## src/rtl/hhpsl_pkg.sv

```systemverilog
// shared constants and types of the head host port and status lights block
package hhpsl_pkg;
  // ==========================================================
  // clock and timing
  localparam longint unsigned CLK_HZ = 125_000_000; // core clock rate
  localparam longint unsigned HEALTH_MHZ = 3800; // health blink, millihertz
  // cycles per half period of the health blink
  localparam longint unsigned HEALTH_HALF_CYC = CLK_HZ * 1000 / (2 * HEALTH_MHZ);
  localparam longint unsigned FLASH_SLOT_MS = 250; // one error-code slot
  localparam longint unsigned FLASH_SLOT_CYC = CLK_HZ / 1000 * FLASH_SLOT_MS;
  localparam int FLASH_SLOTS = 6; // flashes per code
  localparam int GAP_SLOTS = 2; // dark slots after the code
  // ==========================================================
  // axi4-lite register offsets (byte addresses)
  localparam int AXI_AW = 8; // bus address width used
  localparam logic [7:0] A_ADDR = 8'h00; // location latch
  localparam logic [7:0] A_DATA = 8'h04; // data at latched location
  localparam logic [7:0] A_IRQ_STAT = 8'h08; // sticky events, w1c
  localparam logic [7:0] A_IRQ_MASK = 8'h0c; // event enables
  localparam logic [1:0] RESP_OKAY = 2'h0; // bus answer codes
  localparam logic [1:0] RESP_SLVERR = 2'h2;
  // ==========================================================
  // host-visible locations behind the address latch
  localparam logic [7:0] H_ID = 8'h00; // identification
  localparam logic [7:0] H_STAT0 = 8'h01; // fifo flags
  localparam logic [7:0] H_STAT1 = 8'h02; // processor status
  localparam logic [7:0] H_FIFO = 8'h03; // message fifos
  localparam logic [7:0] H_EEPROM = 8'h04; // two-wire port bits
  localparam logic [7:0] H_PROCIF = 8'h05; // processor host interface
  // ==========================================================
  // processor local bus locations
  localparam logic [2:0] P_STAT0 = 3'h0; // status byte 0
  localparam logic [2:0] P_STAT1 = 3'h1; // status byte 1
  localparam logic [2:0] P_CTRL0 = 3'h2; // control byte 0
  localparam logic [2:0] P_CTRL1 = 3'h3; // control byte 1, code slots 0-3
  localparam logic [2:0] P_CTRL2 = 3'h4; // control byte 2, code slots 4-5
  localparam logic [2:0] P_FIFO = 3'h5; // message fifos
  localparam logic [2:0] P_HOSTIF = 3'h6; // host interface byte
  // control byte 0 fields
  localparam int C_RED = 0;
  localparam int C_YEL = 1;
  localparam int C_GRN = 2;
  localparam int C_AUTO = 3; // lights follow hardware sources
  localparam int C_FATAL = 4; // fatal error state
  localparam logic [7:0] CTRL_RST = 8'h00;
  // flash slot colour codes
  localparam logic [1:0] COL_RED = 2'h1;
  localparam logic [1:0] COL_YEL = 2'h2;
  localparam logic [1:0] COL_GRN = 2'h3;
  // ==========================================================
  // interrupt status bits
  localparam int IRQ_W = 4;
  localparam int I_P2H_DATA = 0; // processor pushed a message byte
  localparam int I_H2P_SPACE = 1; // processor drained a host byte
  localparam int I_FATAL = 2; // fatal state entered
  localparam int I_PROCIF = 3; // processor wrote its host byte
  localparam logic [IRQ_W-1:0] IRQ_RST = 4'h0;
  // ==========================================================
  // light set
  typedef struct packed {
    logic red;
    logic yellow;
    logic green;
  } hhpsl_lights_s;
endpackage

```

## src/rtl/hhpsl_top.sv

```systemverilog
// host port, message fifos, processor registers and status lights
`timescale 1ns/10ps
// Behaviour
// - host latches location, then accesses byte there
// - host reaches only listed resources
// - two message fifos, each direction
// - processor has two status, three control bytes
// - control register bits drive the lights
// - processor reset forces all lights on
// - green health light blinks near 3.8 Hz
// - yellow lit while stylus above null
// - red lit while acquisition trigger active
// - fatal state ignores host writes to the data location
// - each flash slot shows one colour
module hhpsl_top #(
  parameter int DEPTH = 8, // fifo depth in bytes
  parameter logic [7:0] ID_CODE = 8'h5a, // arbitrary identification value
  parameter int HEALTH_HALF = int'(hhpsl_pkg::HEALTH_HALF_CYC), // blink half period
  parameter int SLOT_CYC = int'(hhpsl_pkg::FLASH_SLOT_CYC) // flash slot length
) (
  input wire logic CLOCK, // core clock
  input wire logic RST_B, // async reset, low active
  input wire logic [7:0] S_AXI_AWADDR, // write address
  input wire logic S_AXI_AWVALID, // write address valid
  output logic S_AXI_AWREADY, // write address ready
  input wire logic [31:0] S_AXI_WDATA, // write data
  input wire logic [3:0] S_AXI_WSTRB, // byte enables
  input wire logic S_AXI_WVALID, // write data valid
  output logic S_AXI_WREADY, // write data ready
  output logic [1:0] S_AXI_BRESP, // write response
  output logic S_AXI_BVALID, // write response valid
  input wire logic S_AXI_BREADY, // write response ready
  input wire logic [7:0] S_AXI_ARADDR, // read address
  input wire logic S_AXI_ARVALID, // read address valid
  output logic S_AXI_ARREADY, // read address ready
  output logic [31:0] S_AXI_RDATA, // read data
  output logic [1:0] S_AXI_RRESP, // read response
  output logic S_AXI_RVALID, // read data valid
  input wire logic S_AXI_RREADY, // read data ready
  output logic IRQ, // level interrupt
  input wire logic PROC_RST_B, // processor held in reset, low active
  input wire logic PROC_SEL, // processor bus access strobe
  input wire logic PROC_WR, // processor access is a write
  input wire logic [2:0] PROC_ADDR, // processor location
  input wire logic [7:0] PROC_WDATA, // processor write byte
  output logic [7:0] PROC_RDATA, // processor read byte, next cycle
  input wire logic STYLUS_ABOVE_NULL, // stylus above null point
  input wire logic TRIGGER_B, // acquisition trigger, low active
  output logic EE_SCL, // calibration memory clock
  output logic EE_SDA_O, // data out, always low
  output logic EE_SDA_OE, // data enable, pulls line low
  input wire logic EE_SDA_I, // data line level
  output logic RED_ACQUIRE_LIGHT, // red light
  output logic YELLOW_ABOVE_NULL_LIGHT, // yellow light
  output logic GREEN_HEALTH_LIGHT // green light
);
  // ==========================================================
  // state
  localparam int PW = $clog2(DEPTH); // pointer width
  typedef logic [PW-1:0] hhpsl_ptr_t;
  typedef struct packed {
    logic [7:0] awaddr; // held write address
    logic aw_ok; // write address held
    logic [7:0] wdata; // held write byte
    logic [3:0] wstrb; // held byte enables
    logic w_ok; // write data held
    logic awready;
    logic wready;
    logic bvalid;
    logic [1:0] bresp;
    logic arready;
    logic rvalid;
    logic [31:0] rdata;
    logic [1:0] rresp;
    logic [7:0] loc; // latched host location
    logic [hhpsl_pkg::IRQ_W-1:0] irq_stat;
    logic [hhpsl_pkg::IRQ_W-1:0] irq_mask;
    logic irq;
    logic scl; // two-wire clock bit
    logic sda_low; // two-wire data pulled low
    logic [7:0] hif_h2p; // host byte to processor
    logic [7:0] hif_p2h; // processor byte to host
    logic [2:0][7:0] ctrl; // processor control bytes
    logic [7:0] prdata;
    logic [DEPTH-1:0][7:0] h2p_mem;
    hhpsl_ptr_t h2p_wp;
    hhpsl_ptr_t h2p_rp;
    logic [PW:0] h2p_cnt;
    logic [DEPTH-1:0][7:0] p2h_mem;
    hhpsl_ptr_t p2h_wp;
    hhpsl_ptr_t p2h_rp;
    logic [PW:0] p2h_cnt;
    logic [31:0] hcnt; // health blink timer
    logic hblink; // health blink phase
    logic [31:0] fcnt; // flash slot timer
    logic [2:0] fslot; // flash slot index
    hhpsl_pkg::hhpsl_lights_s lights;
  } hhpsl_state_s;

  hhpsl_state_s s_q; // registered state
  hhpsl_state_s s_d; // next state

  // pointer step with wrap at the fifo depth
  function automatic hhpsl_ptr_t ptr_inc(input hhpsl_ptr_t p);
    ptr_inc = (p == hhpsl_ptr_t'(DEPTH - 1)) ? '0 : p + hhpsl_ptr_t'(1);
  endfunction

  // colour code of one flash slot to a light set
  function automatic hhpsl_pkg::hhpsl_lights_s colour(input logic [1:0] c);
    colour.red = (c == hhpsl_pkg::COL_RED);
    colour.yellow = (c == hhpsl_pkg::COL_YEL);
    colour.green = (c == hhpsl_pkg::COL_GRN);
  endfunction

  // ==========================================================
  // next-state logic
  always_comb begin
    logic wr_go; // write performed this cycle
    logic rd_go; // read taken this cycle
    logic fatal; // fatal state active
    logic h2p_push, h2p_pop, p2h_push, p2h_pop;
    logic [7:0] hrd; // byte read at the latched location
    logic [11:0] code; // six two-bit colour slots
    logic [1:0] slot_col;
    s_d = s_q;
    wr_go = 1'b0;
    rd_go = 1'b0;
    h2p_push = 1'b0;
    h2p_pop = 1'b0;
    p2h_push = 1'b0;
    p2h_pop = 1'b0;
    hrd = 8'h00;
    slot_col = 2'h0;
    fatal = s_q.ctrl[0][hhpsl_pkg::C_FATAL];
    code = {s_q.ctrl[2][3:0], s_q.ctrl[1]};
    // write channel capture, in either order
    if (S_AXI_AWVALID && s_q.awready) begin
      s_d.awaddr = S_AXI_AWADDR;
      s_d.aw_ok = 1'b1;
    end
    if (S_AXI_WVALID && s_q.wready) begin
      s_d.wdata = S_AXI_WDATA[7:0];
      s_d.wstrb = S_AXI_WSTRB;
      s_d.w_ok = 1'b1;
    end
    if (s_q.bvalid && S_AXI_BREADY) begin
      s_d.bvalid = 1'b0;
    end
    // both halves held: perform and answer
    if (s_q.aw_ok && s_q.w_ok && !s_q.bvalid) begin
      wr_go = 1'b1;
      s_d.aw_ok = 1'b0;
      s_d.w_ok = 1'b0;
      s_d.bvalid = 1'b1;
      s_d.bresp = hhpsl_pkg::RESP_OKAY;
    end
    if (wr_go && s_q.wstrb[0]) begin
      case (s_q.awaddr)
        hhpsl_pkg::A_ADDR: s_d.loc = s_q.wdata; // latch location
        hhpsl_pkg::A_DATA: begin
          // fatal state drops host writes
          if (!fatal) begin
            case (s_q.loc) // byte goes to the latched location
              hhpsl_pkg::H_FIFO: h2p_push = (s_q.h2p_cnt != (PW+1)'(DEPTH));
              hhpsl_pkg::H_EEPROM: begin
                // host drives both two-wire lines bit by bit
                s_d.scl = s_q.wdata[0];
                s_d.sda_low = !s_q.wdata[1];
              end
              hhpsl_pkg::H_PROCIF: s_d.hif_h2p = s_q.wdata;
              default: ; // other locations are read-only or absent
            endcase
          end
        end
        hhpsl_pkg::A_IRQ_MASK: s_d.irq_mask = s_q.wdata[hhpsl_pkg::IRQ_W-1:0];
        hhpsl_pkg::A_IRQ_STAT: s_d.irq_stat = s_q.irq_stat & ~s_q.wdata[3:0];
        default: ;
      endcase
    end
    if (wr_go && !(s_q.awaddr inside {hhpsl_pkg::A_ADDR, hhpsl_pkg::A_DATA,
        hhpsl_pkg::A_IRQ_STAT, hhpsl_pkg::A_IRQ_MASK})) begin
      s_d.bresp = hhpsl_pkg::RESP_SLVERR; // unmapped address
    end
    s_d.awready = !s_d.aw_ok && !s_d.bvalid;
    s_d.wready = !s_d.w_ok && !s_d.bvalid;
    // read channel
    if (s_q.rvalid && S_AXI_RREADY) begin
      s_d.rvalid = 1'b0;
    end
    // host view of the latched location; only the listed resources
    case (s_q.loc)
      hhpsl_pkg::H_ID: hrd = ID_CODE;
      // fifo empty and full flags for both directions
      hhpsl_pkg::H_STAT0: hrd = {4'h0, s_q.p2h_cnt == (PW+1)'(DEPTH),
          s_q.p2h_cnt == '0, s_q.h2p_cnt == (PW+1)'(DEPTH), s_q.h2p_cnt == '0};
      hhpsl_pkg::H_STAT1: hrd = {5'h00, !PROC_RST_B, fatal, s_q.irq};
      hhpsl_pkg::H_FIFO: hrd = (s_q.p2h_cnt != '0) ? s_q.p2h_mem[s_q.p2h_rp] : 8'h00;
      hhpsl_pkg::H_EEPROM: hrd = {5'h00, EE_SDA_I, !s_q.sda_low, s_q.scl};
      hhpsl_pkg::H_PROCIF: hrd = s_q.hif_p2h;
      default: hrd = 8'h00;
    endcase
    if (S_AXI_ARVALID && s_q.arready) begin
      rd_go = 1'b1;
      s_d.rvalid = 1'b1;
      s_d.rresp = hhpsl_pkg::RESP_OKAY;
      case (S_AXI_ARADDR)
        hhpsl_pkg::A_ADDR: s_d.rdata = {24'h000000, s_q.loc};
        hhpsl_pkg::A_DATA: begin
          s_d.rdata = {24'h000000, hrd}; // read at the latched location
          p2h_pop = (s_q.loc == hhpsl_pkg::H_FIFO) && (s_q.p2h_cnt != '0);
        end
        hhpsl_pkg::A_IRQ_STAT: s_d.rdata = {28'h0000000, s_q.irq_stat};
        hhpsl_pkg::A_IRQ_MASK: s_d.rdata = {28'h0000000, s_q.irq_mask};
        default: begin
          s_d.rdata = 32'h00000000;
          s_d.rresp = hhpsl_pkg::RESP_SLVERR;
        end
      endcase
    end
    s_d.arready = !s_d.rvalid && !rd_go;
    // processor local bus: two status and three control bytes
    if (PROC_SEL && !PROC_WR) begin
      case (PROC_ADDR)
        hhpsl_pkg::P_STAT0: s_d.prdata = {4'h0, s_q.h2p_cnt == (PW+1)'(DEPTH),
            s_q.h2p_cnt == '0, s_q.p2h_cnt == (PW+1)'(DEPTH), s_q.p2h_cnt == '0};
        hhpsl_pkg::P_STAT1: s_d.prdata = {6'h00, !TRIGGER_B, STYLUS_ABOVE_NULL};
        hhpsl_pkg::P_CTRL0: s_d.prdata = s_q.ctrl[0];
        hhpsl_pkg::P_CTRL1: s_d.prdata = s_q.ctrl[1];
        hhpsl_pkg::P_CTRL2: s_d.prdata = s_q.ctrl[2];
        hhpsl_pkg::P_FIFO: begin
          s_d.prdata = (s_q.h2p_cnt != '0) ? s_q.h2p_mem[s_q.h2p_rp] : 8'h00;
          h2p_pop = (s_q.h2p_cnt != '0);
        end
        hhpsl_pkg::P_HOSTIF: s_d.prdata = s_q.hif_h2p;
        default: s_d.prdata = 8'h00;
      endcase
    end
    if (PROC_SEL && PROC_WR) begin
      case (PROC_ADDR)
        hhpsl_pkg::P_CTRL0: s_d.ctrl[0] = PROC_WDATA;
        hhpsl_pkg::P_CTRL1: s_d.ctrl[1] = PROC_WDATA;
        hhpsl_pkg::P_CTRL2: s_d.ctrl[2] = PROC_WDATA;
        hhpsl_pkg::P_FIFO: p2h_push = (s_q.p2h_cnt != (PW+1)'(DEPTH));
        hhpsl_pkg::P_HOSTIF: s_d.hif_p2h = PROC_WDATA;
        default: ; // status bytes are read-only
      endcase
    end
    // fifo bookkeeping; full writes and empty reads are dropped
    if (h2p_push) begin
      s_d.h2p_mem[s_q.h2p_wp] = s_q.wdata;
      s_d.h2p_wp = ptr_inc(s_q.h2p_wp);
    end
    if (h2p_pop) begin
      s_d.h2p_rp = ptr_inc(s_q.h2p_rp);
    end
    s_d.h2p_cnt = s_q.h2p_cnt + (PW+1)'(h2p_push) - (PW+1)'(h2p_pop);
    if (p2h_push) begin
      s_d.p2h_mem[s_q.p2h_wp] = PROC_WDATA;
      s_d.p2h_wp = ptr_inc(s_q.p2h_wp);
    end
    if (p2h_pop) begin
      s_d.p2h_rp = ptr_inc(s_q.p2h_rp);
    end
    s_d.p2h_cnt = s_q.p2h_cnt + (PW+1)'(p2h_push) - (PW+1)'(p2h_pop);
    // processor reset clears control bytes
    if (!PROC_RST_B) begin
      s_d.ctrl = {3{hhpsl_pkg::CTRL_RST}};
    end
    // sticky events: a set in the clearing cycle wins
    s_d.irq_stat[hhpsl_pkg::I_P2H_DATA] = s_d.irq_stat[hhpsl_pkg::I_P2H_DATA] | p2h_push;
    s_d.irq_stat[hhpsl_pkg::I_H2P_SPACE] = s_d.irq_stat[hhpsl_pkg::I_H2P_SPACE] | h2p_pop;
    s_d.irq_stat[hhpsl_pkg::I_FATAL] = s_d.irq_stat[hhpsl_pkg::I_FATAL]
        | (s_d.ctrl[0][hhpsl_pkg::C_FATAL] && !fatal);
    s_d.irq_stat[hhpsl_pkg::I_PROCIF] = s_d.irq_stat[hhpsl_pkg::I_PROCIF]
        | (PROC_SEL && PROC_WR && PROC_ADDR == hhpsl_pkg::P_HOSTIF);
    s_d.irq = |(s_d.irq_stat & s_d.irq_mask);
    // health blink timer, half period per toggle
    if (s_q.hcnt >= 32'(HEALTH_HALF - 1)) begin
      s_d.hcnt = 32'h00000000;
      s_d.hblink = !s_q.hblink;
    end else begin
      s_d.hcnt = s_q.hcnt + 32'h00000001;
    end
    // flash slot timer, runs only in fatal state
    if (!fatal) begin
      s_d.fcnt = 32'h00000000;
      s_d.fslot = 3'h0;
    end else if (s_q.fcnt >= 32'(SLOT_CYC - 1)) begin
      s_d.fcnt = 32'h00000000;
      s_d.fslot = (s_q.fslot == 3'(hhpsl_pkg::FLASH_SLOTS + hhpsl_pkg::GAP_SLOTS - 1))
          ? 3'h0 : s_q.fslot + 3'h1; // repeats until reset
    end else begin
      s_d.fcnt = s_q.fcnt + 32'h00000001;
    end
    // light selection
    if (!PROC_RST_B) begin
      s_d.lights = '{red: 1'b1, yellow: 1'b1, green: 1'b1};
    end else if (fatal) begin
      // first half of six slots lit, gap dark
      if (s_q.fslot < 3'(hhpsl_pkg::FLASH_SLOTS) && s_q.fcnt < 32'(SLOT_CYC / 2)) begin
        slot_col = code[2*s_q.fslot +: 2];
        s_d.lights = colour(slot_col); // one colour per slot
      end else begin
        s_d.lights = '0;
      end
    end else if (s_q.ctrl[0][hhpsl_pkg::C_AUTO]) begin
      s_d.lights.green = s_q.hblink;
      s_d.lights.yellow = STYLUS_ABOVE_NULL;
      s_d.lights.red = !TRIGGER_B;
    end else begin
      // lights straight from control bits
      s_d.lights.red = s_q.ctrl[0][hhpsl_pkg::C_RED];
      s_d.lights.yellow = s_q.ctrl[0][hhpsl_pkg::C_YEL];
      s_d.lights.green = s_q.ctrl[0][hhpsl_pkg::C_GRN];
    end
  end

  // ==========================================================
  // state register
  always_ff @(posedge CLOCK or negedge RST_B) begin
    if (!RST_B) begin
      s_q <= '0;
      s_q.awready <= 1'b1;
      s_q.wready <= 1'b1;
      s_q.arready <= 1'b1;
      s_q.irq_stat <= hhpsl_pkg::IRQ_RST;
      s_q.ctrl <= {3{hhpsl_pkg::CTRL_RST}};
      s_q.scl <= 1'b1; // idle two-wire bus high
      s_q.lights <= '{red: 1'b1, yellow: 1'b1, green: 1'b1};
    end else begin
      s_q <= s_d;
    end
  end

  // ==========================================================
  // outputs, all but EE_SDA_O from the state register
  assign S_AXI_AWREADY = s_q.awready;
  assign S_AXI_WREADY = s_q.wready;
  assign S_AXI_BRESP = s_q.bresp;
  assign S_AXI_BVALID = s_q.bvalid;
  assign S_AXI_ARREADY = s_q.arready;
  assign S_AXI_RDATA = s_q.rdata;
  assign S_AXI_RRESP = s_q.rresp;
  assign S_AXI_RVALID = s_q.rvalid;
  assign IRQ = s_q.irq;
  assign PROC_RDATA = s_q.prdata;
  assign EE_SCL = s_q.scl;
  assign EE_SDA_O = 1'b0; // open drain: only ever pulls low
  assign EE_SDA_OE = s_q.sda_low;
  assign RED_ACQUIRE_LIGHT = s_q.lights.red;
  assign YELLOW_ABOVE_NULL_LIGHT = s_q.lights.yellow;
  assign GREEN_HEALTH_LIGHT = s_q.lights.green;
endmodule

```

## config.mk

```make
export PLATFORM = sky130hd
export DESIGN_NAME = hhpsl_top
export DESIGN_NICKNAME = d
export VERILOG_FILES = /design/src/rtl/hhpsl_pkg.sv /design/src/rtl/hhpsl_top.sv
export SDC_FILE = /design/constraint.sdc
export NUM_CORES = 1
export LEC_CHECK = 0
export BUFFER_PORTS_ARGS = -buffer_cell sky130_fd_sc_hd__clkbuf_2
export CELL_PAD_IN_SITES_DETAIL_PLACEMENT = 1
export CELL_PAD_IN_SITES_GLOBAL_PLACEMENT = 2
export CORE_AREA = 2 2 190 229
export CTS_BUF_LIST = sky130_fd_sc_hd__clkbuf_16
export DETAILED_ROUTE_END_ITERATION = 10
export DIE_AREA = 0 0 192 231
export PLACE_DENSITY = 0.79
export SETUP_SLACK_MARGIN = 0.5
export SLEW_MARGIN = 20
export SYNTH_ARGS = -nofsm -noshare
export SYNTH_HDL_FRONTEND = slang
export SYNTH_SLANG_ARGS = --single-unit
```

## constraint.sdc

```tcl
create_clock -name CLOCK -period 2.98 [get_ports CLOCK]
set_input_delay 0.149 -clock CLOCK [delete_from_list [all_inputs] [get_ports CLOCK]]
set_output_delay 0.149 -clock CLOCK [all_outputs]
set_load 0.01 [all_outputs]
```

* Yosys cells after proc, flatten, opt, wreduce, memory -nomap -nowiden
Index checks and enable logic that the tools add are counted.
** Word-level totals
- RAM bits :: 0
- Memories kept :: 0
- ROM bits :: 0
- Input bits :: 76
- Flip-flop bits (word level) :: 346
- Bits in latches :: 0
- Output and inout bits :: 56
** Cells by class
- Div/mod/pow operators :: 0
- Bitwise operators :: 8
- Mux-type cells :: 58
- Add/sub/neg operators :: 11
- Equal/unequal tests :: 34
- Reductions and logical operators :: 53
- Shift operators :: 1
- Order comparisons :: 10
- Multiply operators :: 0
** Operators with widths (number)
- $bwmux W64 :: 2
- $mux W8 :: 10
- $mux W35 :: 2
- $add A32 B1 Y32 const B :: 2
- $mux W32 :: 2
- $pmux W8 S7 :: 1
- $bmux W8 S3 :: 2
- $demux W8 S3 :: 2
- $mux W24 :: 2
- $pmux W8 S6 :: 1
- $mux W3 :: 11
- $eq A8 B3 Y1 const B :: 4
- $eq A8 B4 Y1 const B :: 4
- $ge A32 B24 Y1 const B :: 1
- $ge A32 B25 Y1 const B :: 1
- $lt A32 B24 Y1 const B :: 1
- $pmux W8 S4 :: 1
- $eq A3 B3 Y1 const B :: 8
- $logic_not A8 Y1 :: 3
- $logic_and A1 B1 Y1 :: 20
- $mux W1 :: 18
- $eq A8 B2 Y1 const B :: 2
- $lt A3 B4 Y1 const B :: 4
- $add A3 B1 Y3 const B :: 5
- 27 further kinds :: 66

* Logic depth before layout (Yosys ltp)
Gate-level depths: netlist (run 1).
- Depth in word-level cells :: 8
- Mapped depth :: 12
- Mapped depth without buffers :: 11

* Worst setup path before layout (run 1)
Ideal clock, no wire load.
- Path kind :: register to register
- Start point :: reg s_q[282] (netlist name)
- End point :: reg s_q[147] (netlist name)
- Data required time :: 2857 ps
- Stages on the path, launching flop included :: 10
- Path slack :: -159 ps
- Clock period less this slack :: 3139 ps
- Library setup time :: 123 ps
- Arrival time :: 3016 ps
- Cells stage by stage :: dfrtp_1 > or4_4 > or4_1 > or4_4 > buf_6 > ha_1 > inv_1 > ha_1 > fa_1 > xor2_1
** RTL lines
- start: declaration :: RTL line hhpsl_top.sv:100 : hhpsl_state_s s_q;

* Final worst setup path (run 1)
- Start point :: reg s_q[284] (netlist name)
- End point :: reg s_q[170] (netlist name)
** On the way
- Cells in the longest elaborated chain, start to end :: 5
** RTL lines
- $eq A8 B2 Y1 :: RTL line hhpsl_top.sv:163 : case (s_q.loc)
- $mux W1 :: RTL line hhpsl_top.sv:163
- $mux W1 :: RTL line hhpsl_top.sv:162 : if (!fatal) begin
- $mux W1 :: RTL line hhpsl_top.sv:158 : case (s_q.awaddr)
- $mux W1 :: RTL line hhpsl_top.sv:157 : if (wr_go && s_q.wstrb[0]) begin
Every way passes these cells.
A chain may end at the register's enable or synchronous reset.

==> impl_metrics.ini, run 1 <==
[clocking]
cts_tree = built
cts_num_sinks = 320
tritoncts.num_buffers = 37
clk_path_buf_depth = 3
clk_pin_slew_ns = 0.06
cts_root_buf = clkbuf_16
cts_htree_levels = 2
clk-insertion-delay-late_ns = 0.54

[flow_run]
maxCapViolations = 0

[floorplan]
fp.dieArea_um2 = 44400
die_height_um = 231
core_um2 = 42400
fp-row-count = 83
top_level_ports = 132
die_x_um = 192
initial_utilization = 0.363

[synthesis]
synth_seq_area_share = 0.521
synth-seq-cells = 320
mappedNetlistArea_um2 = 15400
syn_inst = 1234
synth-async-reset-ratio = 1.00
synth_flop_cell = dfrtp_1
synth_commonest_cells = dfrtp_1, mux2_2, nor2_1, clkbuf_1
yosysMostFrequentCell = dfrtp_1
edff_count_synth = 0
synthDistinctLibCells = 70
yosysTopAreaCell = dfrtp_1
synth_area_per_cell_um2 = 12.5
synth_top_area_frac = 0.509
biggest_area_contributors_in_the_synthesized_netlist = dfrtp_1, mux2_2, mux4_2
yosys_warnings = 0

[routing]
initialDrtViolationCount = 432
drt-pass1-iter-count = 4
routed_wl_um = 40000
via_per_inst = 5.18
drc_errors = 0
via_count = 10100
routed_wire_length_per_instance_um = 20.4
route.antenna.remaining_nets = 0

[sta]
worst_relative_slew_slack = 0.444
hold_viol = 0
report.final.slew_viol_count = 0
setup_tns_ns = -0.292
max_clock_freq_ghz = 0.333
worst_slack_ns = -0.0269
grt_setup_unrepaired = true
worst_pin_slew_ns = 0.834
setup_viol_count_final = 22
clock_period_minus_worst_slack_ns = 3.01
fin_worst_skew_ns = 0.0207
finalCritPeriodShare = 1.01

[final_layout]
finish.net_count = 1479
layout-area-overhead-vs-synth_pct = 19.9
utilization = 0.435
post_route_cells_drive_above_1_share = 0.348
filler_cell_count = 4454

[pwr]
p_leak_uw = 0.00836
irDropWorstVdd_mv = 0.424
power_per_cell_area_nw_per_um2 = 635
power_uw = 11700

[outcome]
outcome = finished, violations left
violations_in_the_final_reports = setup timing

[critical_path]
category_of_the_worst_setup_path_capture_point = flip-flop
reg_to_reg_startpoint = s_q[284]
worst_r2r_endpoint = s_q[170]
regToRegSetupSlack_ns = -0.03
critPathMaxFanout = 8
crit_path_start_kind = flip-flop
critPathKind = flip-flop to flip-flop
worstPathArrival_ns = 3.42
critical_path_required_ns = 3.39
cells_on_worst_reg2reg_path = 6

[min_path]
holdPathEnd = S_AXI_RDATA[3]
timing.hold.worst_path_depth = 3
worst_hold_startpoint = S_AXI_ARADDR[3]
min_path_type = input port to flip-flop

[grt]
track_usage = 0.186
overflow = 0
largest_net_degree_at_the_start_of_global_routing = 77
global_route_wire_length_before_repair_um = 63900
grt_antenna_before_repair = 1
first_global_vias = 11200

[place]
post-place-ws_ns = -0.193
placer_s_final_routability_congestion_estimate = 0.779
port_buffers = 77
dp_hpwl_um = 27700
-- cell type report --
| type | count | area [um^2] | area share |
|---|---|---|---|
| timing repair buffer | 176 | 1260 | 0.0683 |
| clock buffer | 39 | 976 | 0.0529 |
| antenna | 1 | 2.50 | 0.000136 |
| multi-input combinational | 816 | 7160 | 0.388 |
| inverter | 27 | 103 | 0.00556 |
| clock inverter | 28 | 238 | 0.0129 |
| sequential | 320 | 8020 | 0.435 |
| tap | 552 | 691 | 0.0374 |
-- layer usage --
layer	up-vias	track usage	wire length (um)
li1	4629	-	-
met1	5329	0.241	18000
met2	128	0.321	20100
met3	51	0.0261	1070
met4	2	0.0534	838
met5	-	0	12
-- cell families (layout without fill, tap and decap cells) --
logic type               count (synthesis)  count (layout)  share of synthesized area
flip-flops                             320             320                      0.521
AND/OR/NAND/NOR                        307             307                      0.108
multiplexers                           275             275                      0.223
buffers and inverters                  139             270                     0.0456
AO/OA/AOI/OAI                          119             119                     0.0532
XOR/XNOR                                48              48                     0.0273
adder cells (fa/ha/maj)                 25              25                     0.0213
other                                    1              43                   0.000244
-- what timing repair did --
item,in CTS,in global routing
hold buffers,22,0
setup buffers,3,7
endpoints found under the setup margin,109,159
endpoints found under the hold margin,85,0
resized for setup,25,27
pin swaps,9,18
-- per-stage QoR --
step,instances,instance area (um^2),hold WS (ns)
global placement,1859,16700,0.147
CTS,1951,18300,0.0368
floorplan,1275,15700,-0.147
detailed placement,1859,16700,0.156
global route,1958,18400,0.0738
finish,1959,18400,0.0503
-- critical path, cell delays in order, from the launching register on --
cell and delay, ns:
dfrtp_1 0.38, or4_4 0.53, or4_1 0.48, or4_4 0.50
or4b_4 0.56, buf_6 0.15, mux2_2 0.28
-- power by group --
part | internal, uW | total (uW) | switching, uW
clock | 2720 | 4550 | 1830
combinational | 881 | 1740 | 863
sequential | 4790 | 5420 | 628
-- sequential cells by signal, summed over array words and instances (netlist names) --
| name | count |
|---|---|
| YELLOW_ABOVE_NULL_LIGHT | 1 |
| EE_SCL | 1 |
| PROC_RDATA | 8 |
| GREEN_HEALTH_LIGHT | 1 |
| S_AXI_RRESP | 1 |
| s_q | 291 |
| EE_SDA_OE | 1 |
| RED_ACQUIRE_LIGHT | 1 |
| S_AXI_AWREADY | 1 |
| S_AXI_ARREADY | 1 |
| S_AXI_BRESP | 1 |
| S_AXI_RDATA | 8 |
| S_AXI_WREADY | 1 |
| IRQ | 1 |
| S_AXI_BVALID | 1 |
| S_AXI_RVALID | 1 |
-- cells in the final DEF (no fill, tap or decap), types with 6 or more instances in the layout --
master and instances:
dfrtp_1 313, mux2_2 164, nor2_1 82, clkbuf_2 76, buf_4 64, mux2i_1 51, nand2_1 50, conb_1 42
clkbuf_16 39, xor2_1 35, mux4_2 35, nor2b_1 32, inv_1 28, mux2_4 25, a21oi_1 24, nand3_1 23
dlygate4sd3_1 22, nand4_1 18, ha_1 17, o21ai_0 15, and3_1 13, xnor2_1 13, nor4_1 11, buf_6 11
nor3b_1 10, a21o_1 10, nor3_1 9, clkinv_1 9, nand2b_1 8, a22oi_1 8, dfstp_2 7, nor3_4 6
ha_4 6
-- worst max-delay path by stage --
stage,cells past startpoint,endpoint,from,slack [ns]
floorplan,9,s_q[147],s_q[284],-0.13
global placement,7,s_q[195],s_q[284],-0.11
detailed placement,7,s_q[202],s_q[284],-0.19
CTS,6,s_q[170],s_q[284],-0.03
global route,6,s_q[170],s_q[284],-0.08
finish,6,s_q[170],s_q[284],-0.03
Power figures use the tool's default switching activity.
==> run 2, diff against run 1 <==
Settings changed: REMOVE_ABC_BUFFERS set to 1.
==> run 2 against run 1 <==
Net effect: the flow still finishes with violations (setup timing); fmax shrank 2.7%; critical path depth grew 1; cell count is the same; total power shrank 5.1%; global-route usage shrank 0.44 points.
==> impl_metrics.ini, run 2 (synthesis results as in run 1) <==
[pwr]
switching_power_uw = 3230
p_leak_uw = 0.00835
switching_share = 0.291
power_per_cell_area_nw_per_um2 = 605
p_int_uw = 7880
power_frac_clock = 0.355
irDropWorstVdd_mv = 0.405
power.share.sequential = 0.482
p_comb_frac = 0.163

[floorplan]
die_height_um = 231
top_level_ports = 132
core_um2 = 42400
initial_utilization = 0.363
die_x_um = 192
fp.dieArea_um2 = 44400
fp-row-count = 83

[critical_path]
path_cells = or4_4, or4_4, or4_4, buf_6, or4b_4, buf_6, mux2_2
regToRegSetupSlack_ns = -0.11
critPathMaxStageDelay_ns = 0.54
cp-startpoint = s_q[282]
cells_on_worst_reg2reg_path = 7
crit_path_start_kind = flip-flop
critPathKind = flip-flop to flip-flop
cp_common_cell = or4_4
critPathMaxFanout = 8
slowest_stage = or4_4
critical_path_required_ns = 3.41
reg_to_reg_startpoint = s_q[282]
worstPathArrival_ns = 3.52
category_of_the_worst_setup_path_capture_point = flip-flop

[sta]
report.final.slew_viol_count = 0
finalCritPeriodShare = 1.04
grt_setup_unrepaired = true
clock_period_minus_worst_slack_ns = 3.09
max_clock_freq_ghz = 0.323
fin_worst_skew_ns = 0.0307
worst_slack_ns = -0.112
setup_tns_ns = -2.82
worst_relative_slew_slack = 0.459
setup_viol_count_final = 44
hold_viol = 0
worst_pin_slew_ns = 0.804

[clocking]
cts_root_buf = clkbuf_16
cts_htree_levels = 2
clk-insertion-delay-late_ns = 0.54
cts_tree = built
tritoncts.num_buffers = 35
clk_path_buf_depth = 3
clk_pin_slew_ns = 0.06
cts_num_sinks = 320

[place]
dp_hpwl_um = 26800
post-place-ws_ns = -0.390
cell_count_after_placement = 1863
placer_s_final_routability_congestion_estimate = 0.799
port_buffers = 77

[final_layout]
finish.net_count = 1482
filler_cell_count = 4453
largest_reg_flops = 291
post_route_cells_drive_above_1_share = 0.342
utilization = 0.434
post_layout_nonfiller_instances = 1959
insertedDiodeCount = 0
largest_register_by_flop_count = s_q
layout-area-overhead-vs-synth_pct = 19.5
most-common-layout-cells = dfrtp_1, mux2_2, nor2_1
mostFrequentLayoutCell = dfrtp_1

[flow_run]
maxCapViolations = 0

[routing]
via_per_inst = 5.14
initialDrtViolationCount = 459
drt-pass1-iter-count = 4
drc_errors = 0
route.antenna.remaining_nets = 0
routed_wl_um = 38800
routed_wire_length_per_instance_um = 19.8
via_count = 10100

[grt]
largest_net_degree_at_the_start_of_global_routing = 86
overflow = 0
track_usage = 0.181
grt_antenna_before_repair = 0
global_route_wire_length_before_repair_um = 62900
first_global_vias = 11300

[min_path]
worst_hold_startpoint = S_AXI_ARADDR[3]
timing.hold.worst_path_depth = 3
min_path_type = input port to flip-flop

[outcome]
outcome = finished, violations left
violations_in_the_final_reports = setup timing
-- run 2: cell types whose count changed in the layout (fill, tap and decap cells not counted), sizes merged --
cell	change
diode	-1
clkbuf	-3
bufinv	-4
inv	+5
buf	+5
clkinv	-2
-- run 2: path summary, 6_finish.rpt --
path                             endpoint
max                              s_q[163]
min                        S_AXI_RDATA[3]
max reg2reg                      s_q[163]
min reg2reg                  S_AXI_WREADY
max in group asynchronous   S_AXI_AWREADY
min in group asynchronous         s_q[16]
-- run 2: power groups by stage --
stage | registers [uW] | clock network [uW] | logic, uW
2_1_floorplan | 5240 | 0 | 974
3_3_place_gp | 5390 | 0 | 1610
3_5_place_dp | 5420 | 0 | 1670
4_1_cts | 5360 | 4070 | 1810
5_1_grt | 5430 | 4240 | 2000
6_report | 5350 | 3940 | 1820
-- run 2: layout make-up --
type,instances,area [um^2],share of cell area
Multi-Input combinational cell,816,7220,0.393
Tap cell,552,691,0.0376
Sequential cell,320,8020,0.436
Timing Repair Buffer,181,1320,0.0719
Clock inverter,27,131,0.00715
Clock buffer,36,901,0.0490
Inverter,27,101,0.00551
-- run 2: layer usage --
metal	share of wire	track usage	wire length, um	vias to the layer above
met5	0	0	0	-
met4	0.023	0.0539	896	0
met3	0.028	0.0260	1100	57
met2	0.53	0.329	20600	139
met1	0.42	0.221	16200	5245
li1	-	-	-	4636
-- run 2: what timing repair did --
item	4_1_cts	5_1_grt
buffers inserted	8	3
endpoints found under the hold margin	80	0
endpoints found under the setup margin	104	131
hold buffers	22	0
pin swaps	15	7
gates resized for setup	85	24
-- run 2: critical path, delay by kind of cell, from the launching register on --
kind,cells,cell delay [ns]
simple gates,4,2.02
flops,1,0.38
mux,1,0.28
buf+inv,2,0.30
-- run 2: metrics by stage --
step                cell area (um^2)  total power [uW]  hold WS [ns]
global route                   18400             11700        0.0560
floorplan                      14900              6210        -0.147
CTS                            18200             11200        0.0427
finish                         18400             11100        0.0626
detailed placement             16600              7100         0.150
global placement               16600              6990         0.142
